File: src/design/opc_pkg.sv
package opc_pkg;
    // Register byte offsets
    localparam logic [7:0] FAST_CTRL_OFS  = 8'h08;
    localparam logic [7:0] FAST_TRIM_OFS  = 8'h09;
    localparam logic [7:0] PLL_CTRL_OFS   = 8'h10;
    localparam logic [7:0] SLOW_INT_OFS   = 8'h18;
    localparam logic [7:0] SLOW_XTAL_OFS  = 8'h1C;
    localparam logic [7:0] STATUS_OFS     = 8'h05;
    localparam logic [7:0] PROTECT_OFS    = 8'h30;
    localparam logic [7:0] AUTO_TRIM_OFS  = 8'h34;
    // Reset values
    localparam logic [7:0] FAST_CTRL_RST  = 8'h0C;
    localparam logic [7:0] FAST_TRIM_RST  = 8'h00;
    localparam logic [7:0] PLL_CTRL_RST   = 8'h00;
    localparam logic [7:0] SLOW_INT_RST   = 8'h00;
    localparam logic [7:0] SLOW_XTAL_RST  = 8'h00;
    // Field positions
    localparam int RUN_STBY_BIT  = 7;
    localparam int FREQ_LO       = 2;
    localparam int AUTO_TRIM_BIT = 0;
    localparam int TRIM_SIGN_BIT = 5;
    localparam int PLL_SRC_BIT   = 6;
    localparam int MULT_LO       = 0;
    localparam int STARTUP_LO    = 4;
    localparam int SRC_SEL_BIT   = 2;
    localparam int LOW_PWR_BIT   = 1;
    localparam int XTAL_EN_BIT   = 0;
    // Field masks of writable bits
    localparam logic [7:0] FAST_CTRL_MASK = 8'hBD;
    localparam logic [7:0] PLL_CTRL_MASK  = 8'hC3;
    localparam logic [7:0] SLOW_INT_MASK  = 8'h80;
    localparam logic [7:0] SLOW_XTAL_MASK = 8'hB7;
    localparam logic [7:0] XTAL_LOCK_MASK = 8'h34;
    localparam logic [7:0] UNLOCK_KEY     = 8'hD8;
    // Protection window after the key, in clocks
    localparam int UNLOCK_CYCLES = 4;
    // Timing
    localparam int CLOCK_MHZ          = 100;
    localparam int TRIM_LOAD_US       = 3;
    localparam int TRIM_LOAD_EXTRA    = 3;
    localparam int TRIM_LOAD_CYCLES   = TRIM_LOAD_US * CLOCK_MHZ + TRIM_LOAD_EXTRA;
    localparam int FAST_READY_CYC     = 2;
    localparam int PLL_READY_CYC      = 2;
    localparam int SLOW_READY_CYC     = 4;
    localparam int XTAL_READY_CYC     = 3;
    localparam int STARTUP_1K         = 1024;
    localparam int STARTUP_16K        = 16384;
    localparam int STARTUP_32K        = 32768;
    localparam int STARTUP_64K        = 65536;
    // Sleep modes
    typedef enum logic [1:0] {
        MODE_ACTIVE  = 2'h0,
        MODE_IDLE    = 2'h1,
        MODE_STANDBY = 2'h2,
        MODE_PDOWN   = 2'h3
    } opc_sleep_t;
    typedef enum logic [2:0] {
        SW_IDLE   = 3'b001,
        SW_WAIT   = 3'b010,
        SW_DONE   = 3'b100
    } opc_switch_t;
endpackage

File: src/design/opc_osc_ctrl.sv
`timescale 1ns/1ps
// Operation
// Switching status reads 1 while main clock changes, until new source stable.
// Fast oscillator runs on request, or always in Active/Idle/Standby if run bit.
// Fast oscillator output given to requester two oscillator cycles after request.
// Frequency select bits 5:2 choose output frequency; reset code 0x3.
// Bit 0 of fast control enables auto-trim against slow crystal.
// Trim holds signed six-bit step offset, -32 to +31.
// Trim bits 7:6 ignore writes and mirror bit 5.
// Trim writes are ignored while auto-trim is enabled.
// On auto-trim disable, latest auto result loads within 3 us plus 3 clocks.
// PLL runs on request or in Active/Idle/Standby; ready two PLL cycles later. Code runs it in those modes only with run bit 7 set.
// PLL control bit 6 selects reference, internal or external fast clock.
// Multiplier field 0 disables PLL, 1 gives x2, 2 gives x3.
// Internal slow oscillator runs on request, or in all modes with run bit.
// Internal slow oscillator output ready four cycles after request.
// Crystal runs on request in Active/Idle, or in all modes with run bit.
// Crystal output delivered within three cycles after request once started.
// Startup field picks 1k, 16k, 32k or 64k crystal start-up cycles.
// Startup and source bits are read-only while enabled or stable.
// Bit 2 picks crystal on two pins or clock on one pin.
// Bit 1 enables low-power crystal operation.
// Bit 0 enables crystal and takes over its pins.
// Software avoids reserved frequency and multiplier codes.
// Control registers other than trim write only after the unlock key.
module opc_osc_ctrl #(
    parameter int STARTUP_SCALE = 1
) (
    // Clock and reset
    input  wire logic       clock,
    input  wire logic       rst_b,
    input  wire logic       clkEn,
    // Wishbone slave
    input  wire logic       wb_cyc_i,
    input  wire logic       wb_stb_i,
    input  wire logic       wb_we_i,
    input  wire logic [7:0] wb_adr_i,
    input  wire logic [3:0] wb_sel_i,
    input  wire logic [31:0] wb_dat_i,
    output logic      [31:0] wb_dat_o,
    output logic            wb_ack_o,
    output logic            wb_err_o,
    // System state and requests
    input  wire logic [1:0] sleepMode,
    input  wire logic       fastReq,
    input  wire logic       pllReq,
    input  wire logic       slowReq,
    input  wire logic       xtalReq,
    input  wire logic       mainSwitchReq,
    input  wire logic       newSourceStable,
    input  wire logic [5:0] autoTrimResult,
    // Oscillator ticks from the analog side
    input  wire logic       fastTick,
    input  wire logic       pllTick,
    input  wire logic       slowTick,
    input  wire logic       xtalTick,
    // Oscillator controls
    output logic            fastRun,
    output logic            fastReady,
    output logic [3:0]      fastFreqSelect,
    output logic            autoTrimEnable,
    output logic [5:0]      fastTrim,
    output logic            pllRun,
    output logic            pllReady,
    output logic            pllSource,
    output logic [1:0]      pllMultFactor,
    output logic            slowRun,
    output logic            slowReady,
    output logic            xtalRun,
    output logic            xtalReady,
    output logic            xtalStable,
    output logic            xtalClockMode,
    output logic            lowPowerCrystal,
    output logic            xtalPinOverride,
    output logic            mainClockSwitching
);

    logic [7:0] fastCtrl_ff, trim_ff, pllCtrl_ff, slowCtrl_ff, xtalCtrl_ff;
    logic [2:0] unlockCnt_ff;
    logic       autoPrev_ff;
    logic [8:0] trimLoadCnt_ff;
    logic       trimPending_ff;
    logic [2:0] fastSync_ff, pllSync_ff, slowSync_ff, xtalSync_ff;
    logic [2:0] fastCnt_ff, pllCnt_ff, slowCnt_ff, xtalCnt_ff;
    logic [16:0] startCnt_ff;
    logic       xtalStable_ff;
    logic       ackPend_ff;
    logic [31:0] rdData_ff;
    opc_pkg::opc_switch_t swState_ff;

    logic       access, wrLo, deepSleep, powerDown, mapped, unlocked;
    logic       fastEdge, pllEdge, slowEdge, xtalEdge;
    logic [7:0] wrByte;
    logic [7:0] rdByte;
    logic [16:0] startTarget;

    function automatic logic tickEdge(input logic [2:0] s);
        return s[1] & ~s[2];
    endfunction

    function automatic logic [7:0] mergeField(input logic [7:0] old, input logic [7:0] val,
                                              input logic [7:0] mask);
        return (old & ~mask) | (val & mask);
    endfunction

    assign access    = wb_cyc_i & wb_stb_i & ~ackPend_ff & clkEn;
    assign wrLo      = access & wb_we_i & wb_sel_i[0];
    assign wrByte    = wb_dat_i[7:0];
    assign deepSleep = (sleepMode == opc_pkg::MODE_STANDBY) | (sleepMode == opc_pkg::MODE_PDOWN);
    assign powerDown = (sleepMode == opc_pkg::MODE_PDOWN);
    assign unlocked  = (unlockCnt_ff != 3'h0);
    assign fastEdge  = tickEdge(fastSync_ff);
    assign pllEdge   = tickEdge(pllSync_ff);
    assign slowEdge  = tickEdge(slowSync_ff);
    assign xtalEdge  = tickEdge(xtalSync_ff);

    always_comb begin
        mapped = 1'b1;
        rdByte = 8'h00;
        case (wb_adr_i)
            opc_pkg::FAST_CTRL_OFS: rdByte = fastCtrl_ff;
            opc_pkg::FAST_TRIM_OFS: rdByte = {trim_ff[5], trim_ff[5], trim_ff[5:0]};
            opc_pkg::PLL_CTRL_OFS:  rdByte = pllCtrl_ff;
            opc_pkg::SLOW_INT_OFS:  rdByte = slowCtrl_ff;
            opc_pkg::SLOW_XTAL_OFS: rdByte = xtalCtrl_ff;
            opc_pkg::STATUS_OFS:    rdByte = {4'h0, xtalStable_ff, 2'h0, mainClockSwitching};
            opc_pkg::PROTECT_OFS:   rdByte = {7'h00, unlocked};
            opc_pkg::AUTO_TRIM_OFS: rdByte = {2'h0, autoTrimResult};
            default:                mapped = 1'b0;
        endcase
    end

    // Bus answer
    always_ff @(posedge clock or negedge rst_b) begin
        if (!rst_b) begin
            ackPend_ff <= 1'b0;
            rdData_ff  <= 32'h0000_0000;
        end else if (clkEn) begin
            ackPend_ff <= access;
            if (access) begin
                rdData_ff <= {24'h00_0000, rdByte};
            end
        end
    end
    assign wb_ack_o = ackPend_ff & wb_cyc_i & wb_stb_i & mapped;
    assign wb_err_o = ackPend_ff & wb_cyc_i & wb_stb_i & ~mapped;
    assign wb_dat_o = rdData_ff;

    // Unlock window
    always_ff @(posedge clock or negedge rst_b) begin
        if (!rst_b) begin
            unlockCnt_ff <= 3'h0;
        end else if (clkEn) begin
            if (wrLo && wb_adr_i == opc_pkg::PROTECT_OFS && wrByte == opc_pkg::UNLOCK_KEY) begin
                unlockCnt_ff <= 3'(opc_pkg::UNLOCK_CYCLES);
            end else if (unlocked) begin
                unlockCnt_ff <= unlockCnt_ff - 3'h1;
            end
        end
    end

    // Protected control registers
    always_ff @(posedge clock or negedge rst_b) begin
        if (!rst_b) begin
            fastCtrl_ff <= opc_pkg::FAST_CTRL_RST;
            pllCtrl_ff  <= opc_pkg::PLL_CTRL_RST;
            slowCtrl_ff <= opc_pkg::SLOW_INT_RST;
            xtalCtrl_ff <= opc_pkg::SLOW_XTAL_RST;
        end else if (clkEn && wrLo && unlocked) begin
            case (wb_adr_i)
                opc_pkg::FAST_CTRL_OFS: fastCtrl_ff <= mergeField(fastCtrl_ff, wrByte, opc_pkg::FAST_CTRL_MASK);
                opc_pkg::PLL_CTRL_OFS:  pllCtrl_ff  <= mergeField(pllCtrl_ff, wrByte, opc_pkg::PLL_CTRL_MASK);
                opc_pkg::SLOW_INT_OFS:  slowCtrl_ff <= mergeField(slowCtrl_ff, wrByte, opc_pkg::SLOW_INT_MASK);
                opc_pkg::SLOW_XTAL_OFS: begin
                    if (xtalCtrl_ff[opc_pkg::XTAL_EN_BIT] || xtalStable_ff) begin
                        xtalCtrl_ff <= mergeField(xtalCtrl_ff, wrByte,
                                                  opc_pkg::SLOW_XTAL_MASK & ~opc_pkg::XTAL_LOCK_MASK);
                    end else begin
                        xtalCtrl_ff <= mergeField(xtalCtrl_ff, wrByte, opc_pkg::SLOW_XTAL_MASK);
                    end
                end
                default: ;
            endcase
        end
    end

    // Manual trim and auto-trim hand-back
    always_ff @(posedge clock or negedge rst_b) begin
        if (!rst_b) begin
            trim_ff        <= opc_pkg::FAST_TRIM_RST;
            autoPrev_ff    <= 1'b0;
            trimPending_ff <= 1'b0;
            trimLoadCnt_ff <= 9'h000;
        end else if (clkEn) begin
            autoPrev_ff <= autoTrimEnable;
            if (autoPrev_ff && !autoTrimEnable) begin
                trimPending_ff <= 1'b1;
                trimLoadCnt_ff <= 9'(opc_pkg::TRIM_LOAD_CYCLES - 2);
            end else if (trimPending_ff) begin
                if (trimLoadCnt_ff == 9'h000) begin
                    trimPending_ff <= 1'b0;
                    trim_ff        <= {2'h0, autoTrimResult};
                end else begin
                    trimLoadCnt_ff <= trimLoadCnt_ff - 9'h001;
                end
            end else if (wrLo && wb_adr_i == opc_pkg::FAST_TRIM_OFS && !autoTrimEnable) begin
                trim_ff <= {2'h0, wrByte[5:0]};
            end
        end
    end

    // Main clock switch status
    always_ff @(posedge clock or negedge rst_b) begin
        if (!rst_b) begin
            swState_ff <= opc_pkg::SW_IDLE;
        end else if (clkEn) begin
            case (swState_ff)
                opc_pkg::SW_IDLE: if (mainSwitchReq) swState_ff <= opc_pkg::SW_WAIT;
                opc_pkg::SW_WAIT: if (newSourceStable) swState_ff <= opc_pkg::SW_DONE;
                opc_pkg::SW_DONE: swState_ff <= opc_pkg::SW_IDLE;
                default:          swState_ff <= opc_pkg::SW_IDLE;
            endcase
        end
    end
    assign mainClockSwitching = (swState_ff == opc_pkg::SW_WAIT);

    // Tick synchronisers
    always_ff @(posedge clock or negedge rst_b) begin
        if (!rst_b) begin
            fastSync_ff <= 3'h0;
            pllSync_ff  <= 3'h0;
            slowSync_ff <= 3'h0;
            xtalSync_ff <= 3'h0;
        end else if (clkEn) begin
            fastSync_ff <= {fastSync_ff[1:0], fastTick};
            pllSync_ff  <= {pllSync_ff[1:0], pllTick};
            slowSync_ff <= {slowSync_ff[1:0], slowTick};
            xtalSync_ff <= {xtalSync_ff[1:0], xtalTick};
        end
    end

    // Run decisions
    assign fastRun = fastReq | (fastCtrl_ff[opc_pkg::RUN_STBY_BIT] & ~powerDown);
    assign pllRun  = (pllMultFactor != 2'h0)
                   & (pllReq | (pllCtrl_ff[opc_pkg::RUN_STBY_BIT] & ~powerDown));
    assign slowRun = slowReq | slowCtrl_ff[opc_pkg::RUN_STBY_BIT];
    assign xtalRun = xtalCtrl_ff[opc_pkg::XTAL_EN_BIT]
                   & ((xtalReq & ~deepSleep) | xtalCtrl_ff[opc_pkg::RUN_STBY_BIT]);

    // Request-to-ready counters in oscillator cycles
    always_ff @(posedge clock or negedge rst_b) begin
        if (!rst_b) begin
            fastCnt_ff <= 3'h0;
            pllCnt_ff  <= 3'h0;
            slowCnt_ff <= 3'h0;
            xtalCnt_ff <= 3'h0;
        end else if (clkEn) begin
            if (!(fastReq && fastRun)) fastCnt_ff <= 3'h0;
            else if (fastEdge && fastCnt_ff < 3'(opc_pkg::FAST_READY_CYC)) fastCnt_ff <= fastCnt_ff + 3'h1;
            if (!(pllReq && pllRun)) pllCnt_ff <= 3'h0;
            else if (pllEdge && pllCnt_ff < 3'(opc_pkg::PLL_READY_CYC)) pllCnt_ff <= pllCnt_ff + 3'h1;
            if (!slowReq) slowCnt_ff <= 3'h0;
            else if (slowEdge && slowCnt_ff < 3'(opc_pkg::SLOW_READY_CYC)) slowCnt_ff <= slowCnt_ff + 3'h1;
            if (!(xtalReq && xtalRun && xtalStable_ff)) xtalCnt_ff <= 3'h0;
            else if (xtalEdge && xtalCnt_ff < 3'(opc_pkg::XTAL_READY_CYC)) xtalCnt_ff <= xtalCnt_ff + 3'h1;
        end
    end
    assign fastReady = (fastCnt_ff == 3'(opc_pkg::FAST_READY_CYC));
    assign pllReady  = (pllCnt_ff == 3'(opc_pkg::PLL_READY_CYC));
    assign slowReady = (slowCnt_ff == 3'(opc_pkg::SLOW_READY_CYC));
    assign xtalReady = (xtalCnt_ff == 3'(opc_pkg::XTAL_READY_CYC));

    // Crystal start-up count
    always_comb begin
        case (xtalCtrl_ff[opc_pkg::STARTUP_LO +: 2])
            2'h0:    startTarget = 17'(opc_pkg::STARTUP_1K / STARTUP_SCALE);
            2'h1:    startTarget = 17'(opc_pkg::STARTUP_16K / STARTUP_SCALE);
            2'h2:    startTarget = 17'(opc_pkg::STARTUP_32K / STARTUP_SCALE);
            default: startTarget = 17'(opc_pkg::STARTUP_64K / STARTUP_SCALE);
        endcase
        if (xtalClockMode) begin
            startTarget = 17'h0_0001;
        end
    end

    always_ff @(posedge clock or negedge rst_b) begin
        if (!rst_b) begin
            startCnt_ff   <= 17'h0_0000;
            xtalStable_ff <= 1'b0;
        end else if (clkEn) begin
            if (!xtalRun) begin
                startCnt_ff   <= 17'h0_0000;
                xtalStable_ff <= 1'b0;
            end else if (!xtalStable_ff && xtalEdge) begin
                if (startCnt_ff + 17'h0_0001 >= startTarget) begin
                    xtalStable_ff <= 1'b1;
                end
                startCnt_ff <= startCnt_ff + 17'h0_0001;
            end
        end
    end

    // Control outputs
    assign fastFreqSelect  = fastCtrl_ff[opc_pkg::FREQ_LO +: 4];
    assign autoTrimEnable  = fastCtrl_ff[opc_pkg::AUTO_TRIM_BIT];
    assign fastTrim        = trim_ff[5:0];
    assign pllSource       = pllCtrl_ff[opc_pkg::PLL_SRC_BIT];
    assign pllMultFactor   = pllCtrl_ff[opc_pkg::MULT_LO +: 2];
    assign xtalStable      = xtalStable_ff;
    assign xtalClockMode   = xtalCtrl_ff[opc_pkg::SRC_SEL_BIT];
    assign lowPowerCrystal = xtalCtrl_ff[opc_pkg::LOW_PWR_BIT];
    assign xtalPinOverride = xtalCtrl_ff[opc_pkg::XTAL_EN_BIT];

endmodule

File: config.mk
export PLATFORM = sky130hd
export DESIGN_NAME = opc_osc_ctrl
export DESIGN_NICKNAME = d
export VERILOG_FILES = /design/src/design/opc_pkg.sv /design/src/design/opc_osc_ctrl.sv
export SDC_FILE = /design/constraint.sdc
export NUM_CORES = 1
export LEC_CHECK = 0
export BUFFER_PORTS_ARGS = -buffer_cell sky130_fd_sc_hd__buf_4
export CAP_MARGIN = 5
export CORE_MARGIN = 3
export CORE_UTILIZATION = 54
export DETAILED_ROUTE_END_ITERATION = 8
export PLACE_DENSITY = 0.81
export SYNTH_ARGS = -nofsm -noshare
export SYNTH_HDL_FRONTEND = slang
export SYNTH_SLANG_ARGS = --single-unit
export TNS_END_PERCENT = 50
File: constraint.sdc
create_clock -name clock -period 3.2 [get_ports clock]
set_clock_uncertainty 0.2 [all_clocks]
set_input_delay 0.16 -clock clock [delete_from_list [all_inputs] [get_ports clock]]
set_output_delay 0.16 -clock clock [all_outputs]
set_load 0.05 [all_outputs]
; ---- Yosys cells after proc, flatten, opt, wreduce, memory -nomap -nowiden
; Cells that the tools add are included.
[word_totals]
regBits = 106
latchBits = 0
ram_bits = 0
rom_bits = 0
out_inout_bits = 61
wordCells = 174
mem_count = 0
[classes]
addsub = 7
n_mul = 0
div = 0
order_cmp = 5
n_eq_ne = 29
n_shift = 0
n_mux = 32
bitwise_logic = 37
n_reduce_logical = 42
[op_table]
columns = cell, count
row1 = 8-bit one-hot mux with 8 select lines, 1
row2 = 17-bit 2-to-1 mux, 3
row3 = 17-bit one-hot mux with 3 select lines, 1
row4 = 3-bit 2-to-1 mux, 12
row5 = 7-bit by 8-bit OR with 8-bit output, 4
row6 = 9-bit 2-to-1 mux, 3
row7 = 8-bit by 5-bit == test with 1-bit output (second input constant), 3
row8 = 2-bit AND reduction, 11
row9 = 1-bit AND, 18
row10 = 6-bit 2-to-1 mux, 3
row11 = 17-bit by 1-bit adder with 17-bit output (second input constant), 1
row12 = 17-bit >= comparator, 1
row13 = 8-bit by 4-bit == test with 1-bit output (second input constant), 2
row14 = 8-bit by 6-bit == test with 1-bit output (second input constant), 2
row15 = 1-bit logical AND, 16
row16 = 2-bit by 1-bit != test with 1-bit output (second input constant), 7
row17 = 3-bit by 1-bit adder with 3-bit output (second input constant), 4
row18 = 3-bit by 2-bit == test with 1-bit output (second input constant), 4
row19 = 9-bit zero test, 1
row20 = 3-bit by 2-bit < comparator with 1-bit output (second input constant), 3
row21 = 1-bit inverter, 9
row22 = 3-bit AND reduction, 3
row23 = 9-bit by 1-bit subtractor with 9-bit output (second input constant), 1
row24 = 8-bit by 3-bit == test with 1-bit output (second input constant), 1
row25 = other kinds (20), 38

; ---- Longest topological paths before layout
; Gate-level depths: netlist of run 1.
[logic_depth]
depth_word = 10
mapped_depth = 11
ltp_nobuf = 11

; ---- Worst setup path before layout of run 1
; Ideal clock, no wire load.
[synth_timing]
path_kind = register to register
from = register startCnt_ff[0]
to = register xtalStable_ff (netlist: xtalStable)
arrival_time_ns = 2.289
required_time_ns = 2.875
setup_slack_ns = 0.585
stages_incl_launch_ff = 12
n_path_buf = 0
cell_sequence = dfrtp_1 ha_1 nand4_1 nor2_1 and4_1 xor2_1 ha_1 a21o_1 a31oi_1 a21oi_1 a31oi_1 o21ai_1
[synth_via]
elab_chain_len = 4
[synth_rtl]
columns = element, line
row1 = "start, declared", opc_osc_ctrl.sv:85  ; logic [16:0] startCnt_ff;
row2 = "start signal, assigned", opc_osc_ctrl.sv:298  ; startCnt_ff <= startCnt_ff + 17'h0_0001;
row3 = 17-bit by 1-bit adder with 17-bit output, opc_osc_ctrl.sv:295  ; if (startCnt_ff + 17'h0_0001 >= startTarget) begin
row4 = 17-bit >= comparator, opc_osc_ctrl.sv:295
row5 = 2-bit by 1-bit != test with 1-bit output (no source line), -
row6 = 3-bit AND reduction (no source line), -
row7 = "end signal, assigned", opc_osc_ctrl.sv:289  ; xtalStable_ff <= 1'b0;
row8 = "end signal, assigned", opc_osc_ctrl.sv:293  ; xtalStable_ff <= 1'b0;
row9 = "end signal, assigned", opc_osc_ctrl.sv:296  ; xtalStable_ff <= 1'b1;
row10 = "end, declared", opc_osc_ctrl.sv:86  ; logic xtalStable_ff;
; Every way passes these cells.
; A chain may end at the register's enable or synchronous reset.

; ---- Worst setup path after layout of run 1
; Same ends and word-level chain as after synthesis.

==> impl_metrics.ini, run 1 <==
[logic_synthesis]
yosysWarnings = 0
synth_cells = 543
synth_top_area_share_pct = 42.3
synth_edf_count = 0
synth_area_per_cell_um2 = 9.59
synth_seq_cells = 91
yosys-top-cells-area = dfrtp_1, mux2_2, buf_4, ha_1, o21ai_0
synth_seq_area_share_pct = 43.8
ys_types = 67
post-synth-top-count-cell = dfrtp_1
async_flop_share_pct = 100
synth_common_cells = dfrtp_1, nand2_1, nor2_1
yosysTopAreaCell = dfrtp_1
synth_flop_cell = dfrtp_1
synth.cell_area_um2 = 5210

[die]
die_w_um = 104
coreArea_um2 = 9330
dieArea_um2 = 10900
start_util_pct = 55.8
rows = 35
io_pins = 129
die_h_um = 104

[timing]
relSlewSlack_pct = 31.3
min_period_over_period_pct = 91.3
fmax_ghz = 0.342
fin_ws_ns = 0.278
slew_violations = 0
tightest_slew_ns = 1.02
hold_viol = 0
fin_crit_ns = 2.92
fin_tns_setup_ns = 0
hold_ws_ns = 0.0306
setup_viol_count_final = 0

[hold_path]
hp-class = in -> reg

[clock_tree]
post_cts_buffers = 0
ctsRootBufferMaster = clkbuf_8
cts_tree = yes
cts_sinks = 91
cts_inserted_buffers = 9
clk_pin_slew_ns = 0.09
worst_skew_pair.late_latency_ns = 0.37
cts_buffer_depth = 2
htree_levels = 3

[global_routing]
grt_use_total_pct = 23.5
grt_max_degree = 36
antenna_found_initial = 0
grt_overflow = 0
grt_pass1_vias = 4320
grt_pass1_wl_um = 20900

[place]
post-place-ws_ns = 0.297
dp_hpwl_um = 8770
portBuffers = 77
place_inst = 733
place.gp.congestion = 0.867
place_area_um2 = 5800

[setup_path]
worstPathBufferInverterCount = 0
cp.required_ns = 3.25
rr_endpoint = xtalStable
crit_start = startCnt_ff[0]
endpoint_kind = register
path_depth = 11
r2r-start = startCnt_ff[0]
crit_end = xtalStable
cpMaxStageDelayCell = dfrtp_1
ff2ff_setup_slack_ns = 0.28
cp.arrival_ns = 2.98
worstRegToRegCells = 11
path_class = reg -> reg
path_max_fanout = 8
startpoint_type = register
slowest_delay_ns = 0.47
crit_chain = ha_1, nand4_1, nor2_2, and4_1, xor2_1, ha_1, a21o_1, a31oi_1, a21oi_1, a31oi_1, o21ai_1
critPathTopFamily = simple AND/OR/NAND/NOR gates

[run_status]
status = completed

[route]
wire_per_inst_um = 16.1
drc = 0
vias = 4470
initialDrtViolationCount = 328
avgViaCountPerCell = 5.77
wl_um = 12500
dr.pass1.iters = 5
ant_nets = 0

[final_layout]
stdcell_area_um2 = 6270
stdcell_count = 775
areaGrowthSynthToFinish_pct = 20.3
drive_above_1_share_pct = 23.5
nets = 726
post-route-util_pct = 67.2
multi_input_area_um2 = 2620
n_fill_cell = 714
insertedDiodeCount = 0
seq_area_um2 = 2280

[power_and_ir_drop]
vdd_drop_max_mv = 0.484
power.total_mw = 3.16
leakagePower_nw = 2.94
p_per_area_nw_per_um2 = 504

[job]
drv_cap = 0
-- layout by cell type, fill, tap and decap left out, drive strengths merged, types with 4 or more instances in the layout --
cell,netlist,final
a21o,5,5
inv,23,24
conb,1,24
ha,17,17
nor2,42,42
mux2,33,33
xnor2,6,6
nor2b,11,11
dfrtp,88,88
a31oi,6,6
nand2,49,49
or3,8,8
and4,5,5
nor4,6,6
mux2i,7,7
a21oi,28,28
nand3,19,19
dlygate4sd3,0,26
buf,40,88
o21ai,43,43
a22o,4,4
o31ai,10,10
clkbuf,10,10
and2,6,6
nor3,12,12
a22oi,4,4
and3,5,5
-- where the power goes --
group / internal [mW] / leakage [nW] / total (mW) / switching (mW)
logic: 0.342 / 1.65 / 0.904 / 0.562
clock network: 0.382 / 0.0987 / 0.797 / 0.415
registers: 1.32 / 1.19 / 1.46 / 0.141
-- worst min-delay path by stage --
stage	start	to	slack, ns	cells past startpoint
global placement	rst_b	startCnt_ff[5]	-0.07	1
detailed placement	rst_b	startCnt_ff[5]	-0.06	1
finish	wb_adr_i[5]	slowCtrl_ff[7]	0.03	4
CTS	wb_adr_i[5]	slowCtrl_ff[7]	0.02	4
global route	wb_adr_i[5]	slowCtrl_ff[7]	0.04	4
floorplan	rst_b	ackPend_ff	-0.34	0
-- what timing repair did --
item                       4_1_cts  5_1_grt
hold endpoints to repair        80        0
resized for setup                0        1
setup endpoints to repair        0        1
hold buffers                    26        0
-- cell families (layout without fill, tap and decap cells) --
family                   after synthesis  after routing  share of synthesized area, %
multiplexers                          40             40                          8.70
AND/OR/NAND/NOR                      183            183                          18.4
AO/OA/AOI/OAI                        129            129                          15.8
adder cells (fa/ha/maj)               17             17                          4.08
other                                  1             24                        0.0720
XOR/XNOR                               9              9                          1.51
buffers and inverters                 73            153                          7.69
flip-flops                            91             91                          43.8
-- flip-flops by register name (all words and copies together), names as in the netlist, 4 cells and up --
signal,flops
pllCtrl_ff,4
wb_dat_o,8
xtalCtrl_ff,6
startCnt_ff,17
trimLoadCnt_ff,9
fastCtrl_ff,6
trim_ff,6
-- worst register-to-register path, stage by stage (launching register included) --
cell	delay (ns)
dfrtp_1	0.47
ha_1	0.31
nand4_1	0.25
nor2_2	0.24
and4_1	0.27
xor2_1	0.18
ha_1	0.26
a21o_1	0.18
a31oi_1	0.15
a21oi_1	0.06
a31oi_1	0.15
o21ai_1	0.08
-- per-layer routing --
layer / share of wire [%] / GRT usage (%)
met5: 0 / 0
met4: 2.6 / 7.88
met3: 7.0 / 5.21
met2: 50 / 39.5
met1: 41 / 30.2
-- layout make-up --
cell class	instances	area share (%)
clock buffer	10	2.20
clock inverter	6	1.02
inverter	23	1.38
multi-input combinational	402	41.7
sequential	91	36.4
tap	129	2.58
timing repair buffer	114	14.7
(Power assumes the default switching activity.)
==> run 2: changes to the inputs <==
--- a/config.mk
+++ b/config.mk
@@ -7,10 +7,11 @@
 export LEC_CHECK = 0
 export BUFFER_PORTS_ARGS = -buffer_cell sky130_fd_sc_hd__buf_4
 export CAP_MARGIN = 5
+export CORE_ASPECT_RATIO = 0.7
 export CORE_MARGIN = 3
 export CORE_UTILIZATION = 54
 export DETAILED_ROUTE_END_ITERATION = 8
-export PLACE_DENSITY = 0.81
+export PLACE_DENSITY_LB_ADDON = 0.3
 export SYNTH_ARGS = -nofsm -noshare
 export SYNTH_HDL_FRONTEND = slang
 export SYNTH_SLANG_ARGS = --single-unit
==> impl_metrics.ini, run 2 (synthesized netlist as in run 1, its figures left out) <==
[global_routing]
antenna_found_initial = 0
grt_overflow = 0
grt_use_total_pct = 23.6
grt_pass1_wl_um = 20000
grt_max_degree = 37
grt_pass1_vias = 4054

[clock_tree]
cts_sinks = 91
cts_inserted_buffers = 9
clk_pin_slew_ns = 0.06
htree_levels = 3
worst_skew_pair.late_latency_ns = 0.35
cts_buffer_depth = 2
ctsRootBufferMaster = clkbuf_16
cts_tree = yes

[place]
portBuffers = 77
place.gp.congestion = 0.940
post-place-ws_ns = 0.186
place_area_um2 = 5800
place_inst = 728
dp_hpwl_um = 9060

[timing]
setup_viol_count_final = 0
min_period_over_period_pct = 91.7
fin_crit_ns = 2.93
fin_ws_ns = 0.267
relSlewSlack_pct = 46.4
hold_viol = 0
fin_tns_setup_ns = 0
tightest_slew_ns = 0.802
rsz0062_at_grt = no
slew_violations = 0
fmax_ghz = 0.341

[final_layout]
nets = 726
stdcell_count = 770
final_cell_mix = buf_4, dfrtp_1, nand2_1
drive_above_1_share_pct = 23.8
largest_reg_flops = 17
top_register = startCnt_ff
final_common_cell = buf_4
areaGrowthSynthToFinish_pct = 22.2
stdcell_area_um2 = 6360
insertedDiodeCount = 0

[power_and_ir_drop]
p_per_area_nw_per_um2 = 540
pwr-share-seq_pct = 42.3
p_clk_share_pct = 31.3
p_sw_mw = 1.17
power.total_mw = 3.44
leakagePower_nw = 2.98
comb_power_share_pct = 26.4
vdd_drop_max_mv = 0.572
swShare_pct = 34.0
p_int_mw = 2.27

[setup_path]
cpMaxStageDelayCell = dfrtp_1
slowest_delay_ns = 0.47
startpoint_type = register
cp.arrival_ns = 2.96
path_class = reg -> reg
critPathTopFamily = simple AND/OR/NAND/NOR gates
cp.required_ns = 3.23
endpoint_kind = register
cp_common_cell = a31oi_1
crit_chain = ha_2, nand4_1, nor2_2, and4_1, xor2_1, ha_1, a21o_1, a31oi_1, a21oi_1, a31oi_1, o21ai_1
worstPathBufferInverterCount = 0
path_max_fanout = 8

[route]
drc = 0
vias = 4420
ant_nets = 0
wire_per_inst_um = 16.3
dr.pass1.iters = 5
avgViaCountPerCell = 5.74
wl_um = 12500
initialDrtViolationCount = 320

[die]
die_w_um = 123
coreArea_um2 = 9220
rows = 29
io_pins = 129
die_h_um = 88.2
dieArea_um2 = 10900
start_util_pct = 56.5

[job]
drv_cap = 0

[hold_path]
hp-class = in -> reg

[run_status]
status = completed
-- run 2: power by group through the flow --
stage	registers (mW)	clock network [mW]	logic [mW]
after floorplan	1.57	0	0.515
after detailed placement	1.47	0	0.883
final	1.45	1.08	0.907
after global routing	1.47	1.15	0.994
after global placement	1.46	0	0.843
after CTS	1.45	1.09	0.910
-- run 2: timing repair --
action | CTS | global route
endpoints found under the setup margin | 0 | 1
resized for setup | 0 | 2
buffers inserted | 0 | 1
hold buffers | 25 | 0
hold endpoints to repair | 76 | 0
-- run 2: cell type report --
type / instances / area [um2]
Multi-Input combinational cell: 402 / 2620
Fill cell: 693 / 2850
Clock buffer: 9 / 225
Clock inverter: 7 / 78.8
Sequential cell: 91 / 2280
Timing Repair Buffer: 114 / 918
Inverter: 23 / 86.3
Tap cell: 124 / 155
-- run 2: through the flow --
stage          hold WS, ns  utilization (%)
2_1_floorplan       -0.336                -
3_3_place_gp       -0.0702             62.9
3_5_place_dp       -0.0555             62.9
4_1_cts             0.0589             68.9
5_1_grt             0.0750             69.0
6_report            0.0709             69.0
-- run 2: worst paths after layout --
path	from	to	slack [ns]	cells after the start
max reg2reg	startCnt_ff[0]	xtalStable	0.27	11
min reg2reg	wb_dat_o[2]	wb_dat_o[2]	0.29	2
min	wb_adr_i[5]	slowCtrl_ff[7]	0.07	4
max in group asynchronous	rst_b	fastCtrl_ff[2]	1.90	3
max	startCnt_ff[0]	xtalStable	0.27	11
min in group asynchronous	rst_b	wb_dat_o[1]	0.11	2
-- run 2: tightest hold or removal path, cell delays in order --
cell and delay, ns:
buf_4 0.13, nor3_4 0.06, nand3_1 0.09, mux2_2 0.15
-- run 2: metal layers --
| layer | track usage [%] | vias to the layer above | wire (um) |
|---|---|---|---|
| met5 | 0 | - | 0 |
| met4 | 6.43 | 0 | 146 |
| met3 | 4.84 | 14 | 819 |
| met2 | 38.6 | 144 | 5840 |
| met1 | 32.4 | 2164 | 5720 |
| li1 | - | 2098 | - |
